### config.mk
export PLATFORM = sky130hd
export DESIGN_NAME = fpa_accel
export DESIGN_NICKNAME = d
export VERILOG_FILES = /design/src/verilog/fpa_pkg.sv /design/src/verilog/fpa_line_buf.sv /design/src/verilog/fpa_accel.sv
export SDC_FILE = /design/constraint.sdc
export NUM_CORES = 2
export LEC_CHECK = 0
export CELL_PAD_IN_SITES_DETAIL_PLACEMENT = 1
export CELL_PAD_IN_SITES_GLOBAL_PLACEMENT = 1
export CORE_AREA = 5 5 332 334
export CTS_CLUSTER_SIZE = 28
export DETAILED_ROUTE_END_ITERATION = 8
export DIE_AREA = 0 0 337 339
export DONT_BUFFER_PORTS = 1
export PLACE_DENSITY = 0.69
export SLEW_MARGIN = 15
export SYNTH_ARGS = -nofsm -noshare
export SYNTH_HDL_FRONTEND = slang
export SYNTH_SLANG_ARGS = --single-unit
### constraint.sdc
create_clock -name clk_sys -period 6.7 [get_ports clk_sys]
set_input_delay 1.005 -clock clk_sys [delete_from_list [all_inputs] [get_ports clk_sys]]
set_output_delay 1.005 -clock clk_sys [all_outputs]
set_load 0.005 [all_outputs]
### src/verilog/fpa_pkg.sv
// Shared constants, types and word selection for the flash accelerator
package fpa_pkg;

   // ==========================================================
   // Sizes
   localparam int AW     = 18;
   localparam int LW     = AW - 4;
   localparam int NBANK  = 2;
   localparam int LINE_W = 128;

   // ==========================================================
   // Values after reset and counts
   localparam logic [2:0]    TIM_RST   = 3'h7;
   localparam logic [2:0]    TIM_MIN   = 3'h1;
   localparam logic [2:0]    CNT_ONE   = 3'h1;
   localparam logic [2:0]    CNT_ZERO  = 3'h0;
   localparam logic [1:0]    WORD_LAST = 2'h3;
   localparam logic [LW-1:0] LINE_ONE  = LW'(1);
   localparam logic [LW-1:0] LINE_TWO  = LW'(2);

   // ==========================================================
   // Enumerations
   typedef enum logic [1:0] {
      MODE_OFF  = 2'h0,
      MODE_PART = 2'h1,
      MODE_FULL = 2'h2
   } fpa_mode_t;

   typedef enum logic [1:0] {
      ST_IDLE = 2'h1,
      ST_WAIT = 2'h2
   } fpa_st_t;

   // ==========================================================
   // Carriers
   typedef struct packed {
      logic          valid;
      logic [AW-1:0] addr;
      logic          data;
      logic          seq;
      logic          half;
   } fpa_req_t;

   typedef struct packed {
      logic        valid;
      logic [31:0] rdata;
   } fpa_rsp_t;

   typedef struct packed {
      logic       load;
      logic [2:0] timing;
      logic [1:0] mode;
   } fpa_cfg_t;

   typedef struct packed {
      fpa_mode_t                   mode;
      logic [2:0]                  tim;
      fpa_st_t                     st;
      logic [NBANK-1:0]            busy;
      logic [NBANK-1:0]            pf;
      logic [NBANK-1:0]            dat;
      logic [NBANK-1:0][2:0]       cnt;
      logic [NBANK-1:0][LW-1:0]    line;
      logic [NBANK-1:0]            frd;
      logic [NBANK-1:0][LW-2:0]    fa;
      logic                        rsp_v;
      logic [31:0]                 rsp_data;
   } fpa_state_t;

   typedef struct packed {
      logic              valid;
      logic [LW-1:0]     tag;
      logic [LINE_W-1:0] data;
   } fpa_buf_t;

   // ==========================================================
   // Picks a 32-bit word or a 16-bit halfword out of a line
   function automatic logic [31:0] sel_word(
      input logic [LINE_W-1:0] line,
      input logic [2:0]        hsel,
      input logic              half);
      logic [31:0] w;
      w = 32'h0000_0000;
      if (half) begin
         w = {16'h0000, line[{hsel, 4'h0} +: 16]};
      end else begin
         w = line[{hsel[2:1], 5'h00} +: 32];
      end
      return w;
   endfunction : sel_word

endpackage : fpa_pkg

### src/verilog/fpa_line_buf.sv
// One 128-bit line holding latch with its comparison address
module fpa_line_buf (
   input  wire logic                      clk_sys,
   input  wire logic                      rst_b,
   input  wire logic                      inv,
   input  wire logic                      load,
   input  wire logic [fpa_pkg::LW-1:0]     load_tag,
   input  wire logic [fpa_pkg::LINE_W-1:0] load_data,
   input  wire logic [fpa_pkg::LW-1:0]     look_tag,
   output logic                           hit,
   output logic [fpa_pkg::LINE_W-1:0]      data
);
   import fpa_pkg::*;

   fpa_buf_t s_q;
   fpa_buf_t s_d;

   // ==========================================================
   // Next state
   always_comb begin
      s_d = s_q;
      if (inv) begin
         s_d.valid = 1'b0;
      end else if (load) begin
         s_d.valid = 1'b1;
         s_d.tag   = load_tag;
         s_d.data  = load_data;
      end
   end

   always_ff @(posedge clk_sys) begin
      if (!rst_b) begin
         s_q <= '0;
      end else begin
         s_q <= s_d;
      end
   end

   assign hit  = s_q.valid && (s_q.tag == look_tag);
   assign data = s_q.data;

endmodule : fpa_line_buf

### src/verilog/fpa_accel.sv
// Flash access accelerator with two banks, code and data line latches
// ==========================================================
// Notes on behaviour
// - Two independent banks, each with two buffers
// - Code miss loads the bank's trail buffer
// - Finished prefetch fills the bank's prefetch buffer
// - Lines give 32-bit words or 16-bit halves
// - Other bank prefetches the next sequential line
// - Last word used starts same-bank next line
// - Read duration set by programmable timing
// - Trail buffer hit needs no flash read
// - Prefetch buffer hit answers without stall
// - Full miss costs one access, reloads trail
// - Data reads use their own line buffer
// - Data never prefetched, read on demand
// - Address latch per bank, line incrementer
// - Prefetch reads ahead, fetch is requested
// - Modes off, sequential only, fully enabled
// - Programming start invalidates all latches
// - Fetch timing one to seven, resets seven
// - Comes up disabled, mode changeable anytime
module fpa_accel (
   input  wire logic                                  clk_sys,
   input  wire logic                                  rst_b,
   input  wire fpa_pkg::fpa_cfg_t                     cfg,
   input  wire fpa_pkg::fpa_req_t                     req,
   output fpa_pkg::fpa_rsp_t                          rsp,
   input  wire logic                                  prog_start,
   input  wire logic                                  flash_busy,
   output logic [fpa_pkg::NBANK-1:0]                  flash_rd,
   output logic [fpa_pkg::NBANK-1:0][fpa_pkg::LW-2:0] flash_addr,
   input  wire logic [fpa_pkg::NBANK-1:0][127:0]      flash_rdata
);
   import fpa_pkg::*;

   fpa_state_t                   s_q;
   fpa_state_t                   s_d;
   logic [NBANK-1:0]             pfb_hit;
   logic [NBANK-1:0]             btb_hit;
   logic [NBANK-1:0][127:0]      pfb_data;
   logic [NBANK-1:0][127:0]      btb_data;
   logic [NBANK-1:0]             pfb_ld;
   logic [NBANK-1:0]             btb_ld;
   logic                         dbuf_ld;
   logic                         dbuf_hit;
   logic [127:0]                 dbuf_data;
   logic                         dbank;
   logic [LW-1:0]                rline;
   logic                         rb;
   logic                         last;
   logic                         accel;
   logic [2:0]                   tim_eff;
   logic [NBANK-1:0]             done;
   logic [NBANK-1:0]             pf_go;
   logic [NBANK-1:0][LW-1:0]     pf_line;
   logic                         serve;
   logic [127:0]                 hit_line;

   assign rline   = req.addr[AW-1:4];
   assign rb      = rline[0];
   assign last    = (req.addr[3:2] == WORD_LAST) && (!req.half || req.addr[1]);
   assign accel   = (s_q.mode == MODE_PART) || (s_q.mode == MODE_FULL);
   assign tim_eff = (s_q.tim == CNT_ZERO) ? TIM_MIN : s_q.tim;
   assign dbank   = s_q.busy[1] && s_q.dat[1] && (s_q.cnt[1] == CNT_ZERO);

   // ==========================================================
   // Line latches, two per bank and one for data
   generate
      for (genvar b = 0; b < NBANK; b++) begin : g_bank
         fpa_line_buf u_pfb (
            .clk_sys   (clk_sys),
            .rst_b     (rst_b),
            .inv       (prog_start),
            .load      (pfb_ld[b]),
            .load_tag  (s_q.line[b]),
            .load_data (flash_rdata[b]),
            .look_tag  (rline),
            .hit       (pfb_hit[b]),
            .data      (pfb_data[b])
         );
         fpa_line_buf u_btb (
            .clk_sys   (clk_sys),
            .rst_b     (rst_b),
            .inv       (prog_start),
            .load      (btb_ld[b]),
            .load_tag  (s_q.line[b]),
            .load_data (flash_rdata[b]),
            .look_tag  (rline),
            .hit       (btb_hit[b]),
            .data      (btb_data[b])
         );
      end
   endgenerate

   fpa_line_buf u_dbuf (
      .clk_sys   (clk_sys),
      .rst_b     (rst_b),
      .inv       (prog_start),
      .load      (dbuf_ld),
      .load_tag  (s_q.line[dbank]),
      .load_data (flash_rdata[dbank]),
      .look_tag  (rline),
      .hit       (dbuf_hit),
      .data      (dbuf_data)
   );

   // ==========================================================
   // Next state
   always_comb begin
      s_d      = s_q;
      s_d.rsp_v = 1'b0;
      pfb_ld   = '0;
      btb_ld   = '0;
      dbuf_ld  = 1'b0;
      done     = '0;
      pf_go    = '0;
      pf_line  = '0;
      serve    = 1'b0;
      hit_line = req.data ? dbuf_data :
                 (pfb_hit[rb] ? pfb_data[rb] : btb_data[rb]);
      if (cfg.load) begin
         s_d.mode = fpa_mode_t'(cfg.mode);
         s_d.tim  = cfg.timing;
      end
      // Read completion per bank
      for (int b = 0; b < NBANK; b++) begin
         if (s_q.busy[b]) begin
            if (s_q.cnt[b] == CNT_ZERO) begin
               s_d.busy[b] = 1'b0;
               s_d.frd[b]  = 1'b0;
               done[b]     = 1'b1;
               if (s_q.dat[b]) begin
                  dbuf_ld = !prog_start;
               end else if (s_q.pf[b]) begin
                  pfb_ld[b] = !prog_start;
               end else begin
                  btb_ld[b] = !prog_start;
               end
            end else begin
               s_d.cnt[b] = s_q.cnt[b] - CNT_ONE;
            end
         end
      end
      case (s_q.st)
         ST_IDLE: begin
            if (req.valid && !s_q.rsp_v && !flash_busy) begin
               if (req.data) begin
                  serve = (s_q.mode == MODE_FULL) && dbuf_hit;
               end else begin
                  serve = (pfb_hit[rb] || btb_hit[rb]) &&
                          ((s_q.mode == MODE_FULL) ||
                           ((s_q.mode == MODE_PART) && req.seq));
               end
               if (serve) begin
                  s_d.rsp_v    = 1'b1;
                  s_d.rsp_data = sel_word(hit_line, req.addr[3:1],
                                          req.half);
                  pf_go[rb]    = accel && !req.data && last;
                  pf_line[rb]  = rline + LINE_TWO;
               end else begin
                  s_d.st = ST_WAIT;
                  if (!(accel && !req.data && s_q.busy[rb] &&
                        s_q.pf[rb] && s_q.line[rb] == rline)) begin
                     s_d.busy[rb] = 1'b1;
                     s_d.pf[rb]   = 1'b0;
                     s_d.dat[rb]  = req.data;
                     s_d.line[rb] = rline;
                     s_d.cnt[rb]  = tim_eff - CNT_ONE;
                     s_d.frd[rb]  = 1'b1;
                     s_d.fa[rb]   = rline[LW-1:1];
                  end
                  pf_go[!rb]   = accel && !req.data;
                  pf_line[!rb] = rline + LINE_ONE;
               end
            end
         end
         ST_WAIT: begin
            if (done[rb] && s_q.line[rb] == rline) begin
               s_d.st       = ST_IDLE;
               s_d.rsp_v    = 1'b1;
               s_d.rsp_data = sel_word(flash_rdata[rb], req.addr[3:1],
                                       req.half);
               pf_go[rb]    = accel && !req.data && last;
               pf_line[rb]  = rline + LINE_TWO;
            end
         end
         default: begin
            s_d.st = ST_IDLE;
         end
      endcase
      // Speculative reads ahead of the core, code only
      for (int b = 0; b < NBANK; b++) begin
         if (pf_go[b] && !s_d.busy[b]) begin
            s_d.busy[b] = 1'b1;
            s_d.pf[b]   = 1'b1;
            s_d.dat[b]  = 1'b0;
            s_d.line[b] = pf_line[b];
            s_d.cnt[b]  = tim_eff - CNT_ONE;
            s_d.frd[b]  = 1'b1;
            s_d.fa[b]   = pf_line[b][LW-1:1];
         end
      end
      if (prog_start) begin
         s_d.busy  = '0;
         s_d.frd   = '0;
         s_d.st    = ST_IDLE;
         s_d.rsp_v = 1'b0;
      end
   end

   always_ff @(posedge clk_sys) begin
      if (!rst_b) begin
         s_q      <= '0;
         s_q.mode <= MODE_OFF;
         s_q.tim  <= TIM_RST;
         s_q.st   <= ST_IDLE;
      end else begin
         s_q <= s_d;
      end
   end

   assign rsp        = '{valid: s_q.rsp_v, rdata: s_q.rsp_data};
   assign flash_rd   = s_q.frd;
   assign flash_addr = s_q.fa;

   logic idle_req;
   assign idle_req = (s_q.st == ST_IDLE) && req.valid && !s_q.rsp_v &&
                     !flash_busy && !prog_start && !cfg.load;
endmodule : fpa_accel

==> After elaboration in Yosys (flattened, before gate mapping) <==
Index checks and enable logic that the tools add are counted.
{ "word_totals": {"register_bits": 823, "in_bits": 288, "output_inout_bits": 61} }
{ "op_classes": {"add_sub_neg": 5, "order_cmp": 5, "n_eq_ne": 19, "shift": 4, "muxes": 113, "n_bitwise": 12, "reduce_logical": 56} }
{ "op_table": {"columns": ["cell", "count"], "rows": [
  ["2-to-1 mux 128 bit", 10],
  ["indexed part select 128 x 8 -> 16 bit", 2],
  ["indexed part select 128 x 8 -> 32 bit", 2],
  ["2-to-1 mux 68 bit", 2],
  ["2-to-1 mux 14 bit", 8],
  ["2-to-1 mux 103 bit", 1],
  ["== test 14 bit", 6],
  ["2-to-1 mux 28 bit", 3],
  ["2-to-1 mux 70 bit", 1],
  ["2-to-1 mux 33 bit", 2],
  ["one-hot mux 33 bit (2 select lines)", 1],
  ["2-to-1 mux 32 bit", 2],
  ["AND 28 bit", 2],
  ["one-hot mux 28 bit (2 select lines)", 1],
  ["2-to-1 mux 1 bit", 55],
  ["2-to-1 mux 13 bit", 3],
  ["bitwise mux 28 bit", 1],
  ["demux 14 bit (select 1 bit)", 2],
  ["bitwise mux 26 bit", 1],
  ["2-to-1 mux 3 bit", 8],
  ["logical AND 1 bit", 23],
  ["AND reduction 4 bit", 4],
  ["adder 14 x 1 -> 14 bit, second input constant", 1],
  ["adder 14 x 2 -> 14 bit, second input constant", 1],
  ["other kinds (25)", 72]
]} }

==> Longest topological paths before layout <==
{ "logic_depth": {"depth_word": 16, "mapped_depth": 16} }

==> Modules after synthesis <==
A second synthesis with hierarchy kept.
{ "unflattened": {"cells_unflattened": 5457, "hier_area_um2": 47540.6} }
{ "modules_own_cells": {"columns": ["module", "instances", "cells_per_inst", "area_each_um2", "seq_area_each_um2"], "rows": [
  ["fpa_line_buf", 5, 767, 6414.9, 2862.7],
  ["fpa_accel", 1, 1622, 15466.1, 1621.6]
]} }

==> Worst setup path before layout <==
Ideal clock, no wire load.
{ "synth_path": {"path_kind": "input -> register", "startpoint": "input port req[15] (netlist name)", "endpoint": "register s_q (netlist bit rsp[2])", "setup_ns": 0.129, "arrival_ns": 3.449, "t_required_ns": 6.571, "slack_ns": 3.123, "stages": 14, "path_cell_list": "buf_2 -> xnor2_1 -> nand4_1 -> nor4_4 -> or2_1 -> buf_6 -> buf_6 -> buf_6 -> buf_2 -> mux2i_1 -> a2bb2oi_1 -> nand4_1 -> a32oi_1 -> nand4_1"} }
{ "synth_via": {"elab_chain_len": 11, "elab_cells_between_ends": 33} }
{ "synth_rtl": {"columns": ["element", "line_no", "rtl"], "rows": [
  ["from (decl)", "fpa_accel.sv:26", "input wire fpa_pkg::fpa_req_t req,"],
  ["== test 14 bit", "fpa_line_buf.sv:39", "assign hit = s_q.valid && (s_q.tag == look_tag);"],
  ["logical AND 1 bit", "fpa_line_buf.sv:39", null],
  ["2-to-1 mux 1 bit (on tied branches) (2 in a row)", "fpa_accel.sv:120, fpa_accel.sv:150", null],
  ["2-to-1 mux 128 bit or logical OR 1 bit (tied branches)", "fpa_accel.sv:120, fpa_accel.sv:150", null],
  ["2-to-1 mux 128 bit or logical AND 1 bit (tied branches)", "fpa_accel.sv:119, fpa_accel.sv:150", null],
  ["indexed part select 128 x 8 -> 32 bit, or another cell as far along", "fpa_pkg.sv:87", "w = line[{hsel[2:1], 5'h00} +: 32];"],
  ["2-to-1 mux 32 bit or 2-to-1 mux 1 bit (tied branches)", "fpa_pkg.sv:84, fpa_accel.sv:146", null],
  ["2-to-1 mux 33 bit or 2-to-1 mux 1 bit (tied branches)", "fpa_accel.sv:154, fpa_accel.sv:144", null],
  ["2-to-1 mux 103 bit or != test 2 x 1 -> 1 bit (tied branches)", null, null],
  ["one-hot mux 33 bit (2 select lines) or AND reduction 4 bit (tied branches)", null, null],
  ["to (decl)", "fpa_accel.sv:36", "fpa_state_t s_q;"]
]} }
Parallel ways exist; a longest one is shown, timed or not. The select of a mux whose other input is x is not followed.
A chain may end at the register's enable or synchronous reset.

==> Worst setup path after layout <==
{ "layout_path": {"startpoint": "register g_bank[0].u_pfb.s_q[140] (netlist name)", "endpoint": "register s_q (netlist bit rsp[8])"} }
{ "layout_via": {"elab_chain_len": 11, "elab_cells_between_ends": 19} }
{ "layout_rtl": {"columns": ["element", "line_no", "rtl"], "rows": [
  ["from (decl)", "fpa_line_buf.sv:15", "fpa_buf_t s_q;"],
  ["from (signal assigned)", "fpa_line_buf.sv:33", "s_q <= '0;"],
  ["from (signal assigned)", "fpa_line_buf.sv:35", "s_q <= s_d;"],
  ["== test 14 bit (*)", "fpa_line_buf.sv:39", null],
  ["logical AND 1 bit (*)", "fpa_line_buf.sv:39", null],
  ["2-to-1 mux 1 bit (not written as such) (*) (2 in a row)", "fpa_accel.sv:120, fpa_accel.sv:150", null],
  ["2-to-1 mux 128 bit or logical OR 1 bit (tied branches)", "fpa_accel.sv:120, fpa_accel.sv:150", null],
  ["2-to-1 mux 128 bit or logical AND 1 bit (tied branches)", "fpa_accel.sv:119, fpa_accel.sv:150", null],
  ["indexed part select 128 x 8 -> 32 bit, or another cell as far along", "fpa_pkg.sv:87", null],
  ["2-to-1 mux 32 bit or 2-to-1 mux 1 bit (tied branches)", "fpa_pkg.sv:84, fpa_accel.sv:146", null],
  ["2-to-1 mux 33 bit or 2-to-1 mux 1 bit (tied branches)", "fpa_accel.sv:154, fpa_accel.sv:144", null],
  ["2-to-1 mux 103 bit or != test 2 x 1 -> 1 bit (tied branches)", null, null],
  ["one-hot mux 33 bit (2 select lines) or AND reduction 4 bit (tied branches)", null, null]
]} }
Every way passes the cells marked *; elsewhere a longest branch is shown, timed or not. The select of a mux whose other input is x is not followed.

==> impl_results.md <==
* DP HPWL at 109000 um
* Number of antenna violations at the first check in global routing at 4
* Critical Path Start: g_bank[0].u_pfb.s_q[140]$_SDFFE_PN0P_
* Clock skew at 34.8 ps
* RSZ-0062 raised after global routing: no
* CTS root buffer: clkbuf_16
* Most frequent CP cell: buf_4
* Combinational power share at 5.3%
* Worst path cell trace: xnor2_1, nand4_1, or4_2, buf_4, a41oi_4, o21ai_1, buf_4, nor4b_2, a22oi_1, nand3_1
* Min-delay worst type: in -> reg
* Flop pwr share at 44.7%
* Pins over their slew limit at 0
* # rows at 120
* Mapped Nets at 5077
* CP Depth at 10
* Inserted Clock Buffers at 94
* Layout cells sized above 1 at 9.08%
* Pwr Density at 251 nW/um^2
* Largest net degree at the start of global routing at 210
* Drt total wl at 170000 um
* Die area at 114000 um^2
* Dpl cells at 5767
* Worst-path clk slew at 60 ps
* Final hold violations at 0
* WL/cell at 28.6 um
* Worst Path Buf+Inv at 2
* Peak supply drop at 172 uV
* Post-Synthesis Cells at 4779
* Core area at 107000 um^2
* Yosys warns at 0
* Pint at 8.11 mW
* First-pass GRT wire length at 246000 um
* Synthesized area per cell at 8.19 um^2
* Critical path peak fanout at 41
* Reg2Reg Depth at 10
* Overall die width at 337 um
* Nets at 4758
* Slew @ Worst Pin at 1390 ps
* IO buf count at 0
* Mapped cell area at 39100 um^2
* Top_reg_cell synth: dfxtp_1
* Via count at 35300
* CTS H-Tree Depth at 3
* Critical path's largest stage delay at 1020 ps
* CP top delay family: simple AND/OR/NAND/NOR gates
* Total Routing Usage GR at 28.6%
* CP Class: reg -> reg
* Main area contributors after synthesis: dfxtp_1 (41%), nand2_1 (13%), a21oi_1 (8.5%), mux2i_1 (7.6%), mux4_2 (6.5%)
* Crit path required time at 7310 ps
* Worst path slowest cell: nor4b_2
* Top Ports at 349
* Post-Layout Cell Count at 5942
* Setup crit end: rsp[8]$_SDFFE_PN0P_
* Setup_tns at 0 ps
* CP Launch Type: register
* First-pass detailed-route iteration total at 5
* Crit path DAT at 4690 ps
* Area after DPL at 39400 um^2
* Reg2Reg Launch Point: g_bank[0].u_pfb.s_q[140]$_SDFFE_PN0P_
* Synth unique cells at 81
* Starting Density at 36.7%
* Sw frac at 24.1%
* Post-Layout Inst Area at 42600 um^2
* Worst-Skew Late Latency at 680 ps
* Area Overhead vs Synth at 8.72%
* Status: finished clean
* Clock sink count at 794
* Number of synthesized flops with an enable pin at 0
* Remaining DRCs at 0
* GPL Wtd Cong at 0.860
* Yosys top cell by area: dfxtp_1
* Top cell type's share of synthesized area at 40.6%
* RR Endpoint: rsp[8]$_SDFFE_PN0P_
* Max-cap viol count at 0
* Die height at 339 um
* Reg-to-reg slack, setup at 2620 ps
* Leakage power at 14.1 nW
* Max-slew headroom at 7.53%
* Gr ovfl total at 0
* Avg Vias per Cell at 5.94
* CTS tree: done
* Net Switching at 2.58 mW
* Worst hold stages at 1
* Yosys reg bits at 794
* Worst setup EP type: register
* Post-synth ARST share at 0%
* Worst hold-check slack at 415 ps
* Vias in the first global route at 34900
* Register area share after synthesis at 40.6%
* Pwr Total at 10.7 mW
* Final period util at 60.9%
* Post-CTS setup buffers at 0
* Final setup viols at 0
* Tmin final at 4080 ps
* Achievable Freq at 0.245 GHz
* Antenna viol nets, final at 0
* PostCTS Resize Cnt at 0
* CTS Hold Bufs at 0
* Initial drt markers at 2725
* Clk pwr share at 50.0%
* Clock Path Buffers at 3
[power by group through the flow]
stage	clock network, mW	logic [mW]	registers (mW)
after global routing	5.60	0.593	4.78
after detailed placement	0	0.552	4.89
after floorplan	0	0.445	4.87
after CTS	5.41	0.555	4.78
after global placement	0	0.547	4.89
final	5.35	0.563	4.78
[how the worst min path moves through the flow]
stage | startpoint | end | slack (ps)
final | rst_b | s_q[103]$_SDFFE_PN1P_ | 410
after global routing | rst_b | s_q[103]$_SDFFE_PN1P_ | 400
after CTS | rst_b | s_q[103]$_SDFFE_PN1P_ | 370
after detailed placement | g_bank[1].u_pfb.data[124]$_SDFFE_PN0P_ | g_bank[1].u_pfb.data[124]$_SDFFE_PN0P_ | 440
after global placement | g_bank[1].u_pfb.data[87]$_SDFFE_PN0P_ | g_bank[1].u_pfb.data[87]$_SDFFE_PN0P_ | 440
after floorplan | rsp[0]$_SDFFE_PN0P_ | rsp[0]$_SDFFE_PN0P_ | 430
[sequential cells by signal, summed over array words and instances, names as in the netlist]
name,cells
flash_rd,2
g_bank.u_btb.data,256
g_bank.u_btb.s_q,29
g_bank.u_pfb.data,256
g_bank.u_pfb.s_q,29
rsp,33
s_q,46
u_dbuf.data,128
u_dbuf.s_q,15
[worst reg2reg max path: cells and delay by family (launching register included)]
family                    cells  cell delay (ps)
xor gates and xnor gates      1              280
buffers and inverters         2              600
AOI/OAI and AO/OA             3              810
and+or+nand+nor               4             2000
DFF                           1              330
[metrics by stage]
step | worst slack (ps) | util (%)
after floorplan | 3120 | -
after global placement | 2120 | 36.9
after detailed placement | 2050 | 36.9
after CTS | 2680 | 39.9
after global routing | 2460 | 39.9
final | 2620 | 39.9
[per-layer routing]
layer  GRT usage [%]  vias to the layer above  routed length (um)
met5               0                        -                   8
met4            9.81                        2                6040
met3            10.6                      248               17900
met2            45.6                     1207               77300
met1            35.7                    17900               69000
li1                -                    15900                   -
[layout by cell type (no fill, tap or decap), drive strengths merged, types with 9 or more instances in the layout]
cell type,n
nand2,1345
dfxtp,794
a21oi,669
mux2i,296
nor2,203
a211oi,148
clkbuf,144
mux4,113
o21ai,102
nand3,97
buf,61
xnor2,56
a22oi,49
nand4,48
inv,32
xor2,31
mux2,25
nor4,25
nor3,24
a2bb2oi,23
o221a,21
a31oi,20
o22ai,17
a21o,17
clkinv,17
o211ai,14
or4,14
a211o,11
and3,10
ha,10
and2,10
nor2b,9
[area by class of cell]
cell class / count / area (um^2)
Antenna cell: 3 / 7.51
Inverter: 29 / 118
Timing Repair Buffer: 61 / 558
Clock buffer: 144 / 2850
Fill cell: 12600 / 64000
Sequential cell: 794 / 15900
Multi-Input combinational cell: 3480 / 21000
Tap cell: 1403 / 1760
Clock inverter: 28 / 325
[synthesized netlist by cell type, types with 20 or more instances]
cell	count
inv_1	25
o221a_2	21
a21oi_1	668
mux2i_1	296
buf_4	74
a2bb2oi_1	23
nor4_1	23
a31oi_1	20
xor2_1	31
a22oi_1	49
clkbuf_1	328
a211oi_1	148
nor3_1	22
buf_1	30
o21ai_1	22
mux4_2	113
nand3_1	97
o21ai_0	80
nand4_1	48
buf_2	30
dfxtp_1	794
nor2_1	202
mux2_2	24
nand2_1	1345
xnor2_1	52
[cell families after synthesis]
kind of cell / synth area share (%)
AO/OA/AOI/OAI: 17.3
AND/OR/NAND/NOR: 19.1
multiplexers: 14.8
XOR/XNOR: 2.02
buffers and inverters: 5.92
flip-flops: 40.6
adder cells (fa/ha/maj): 0.320
No activity file was read; power rests on OpenSTA's default activity.
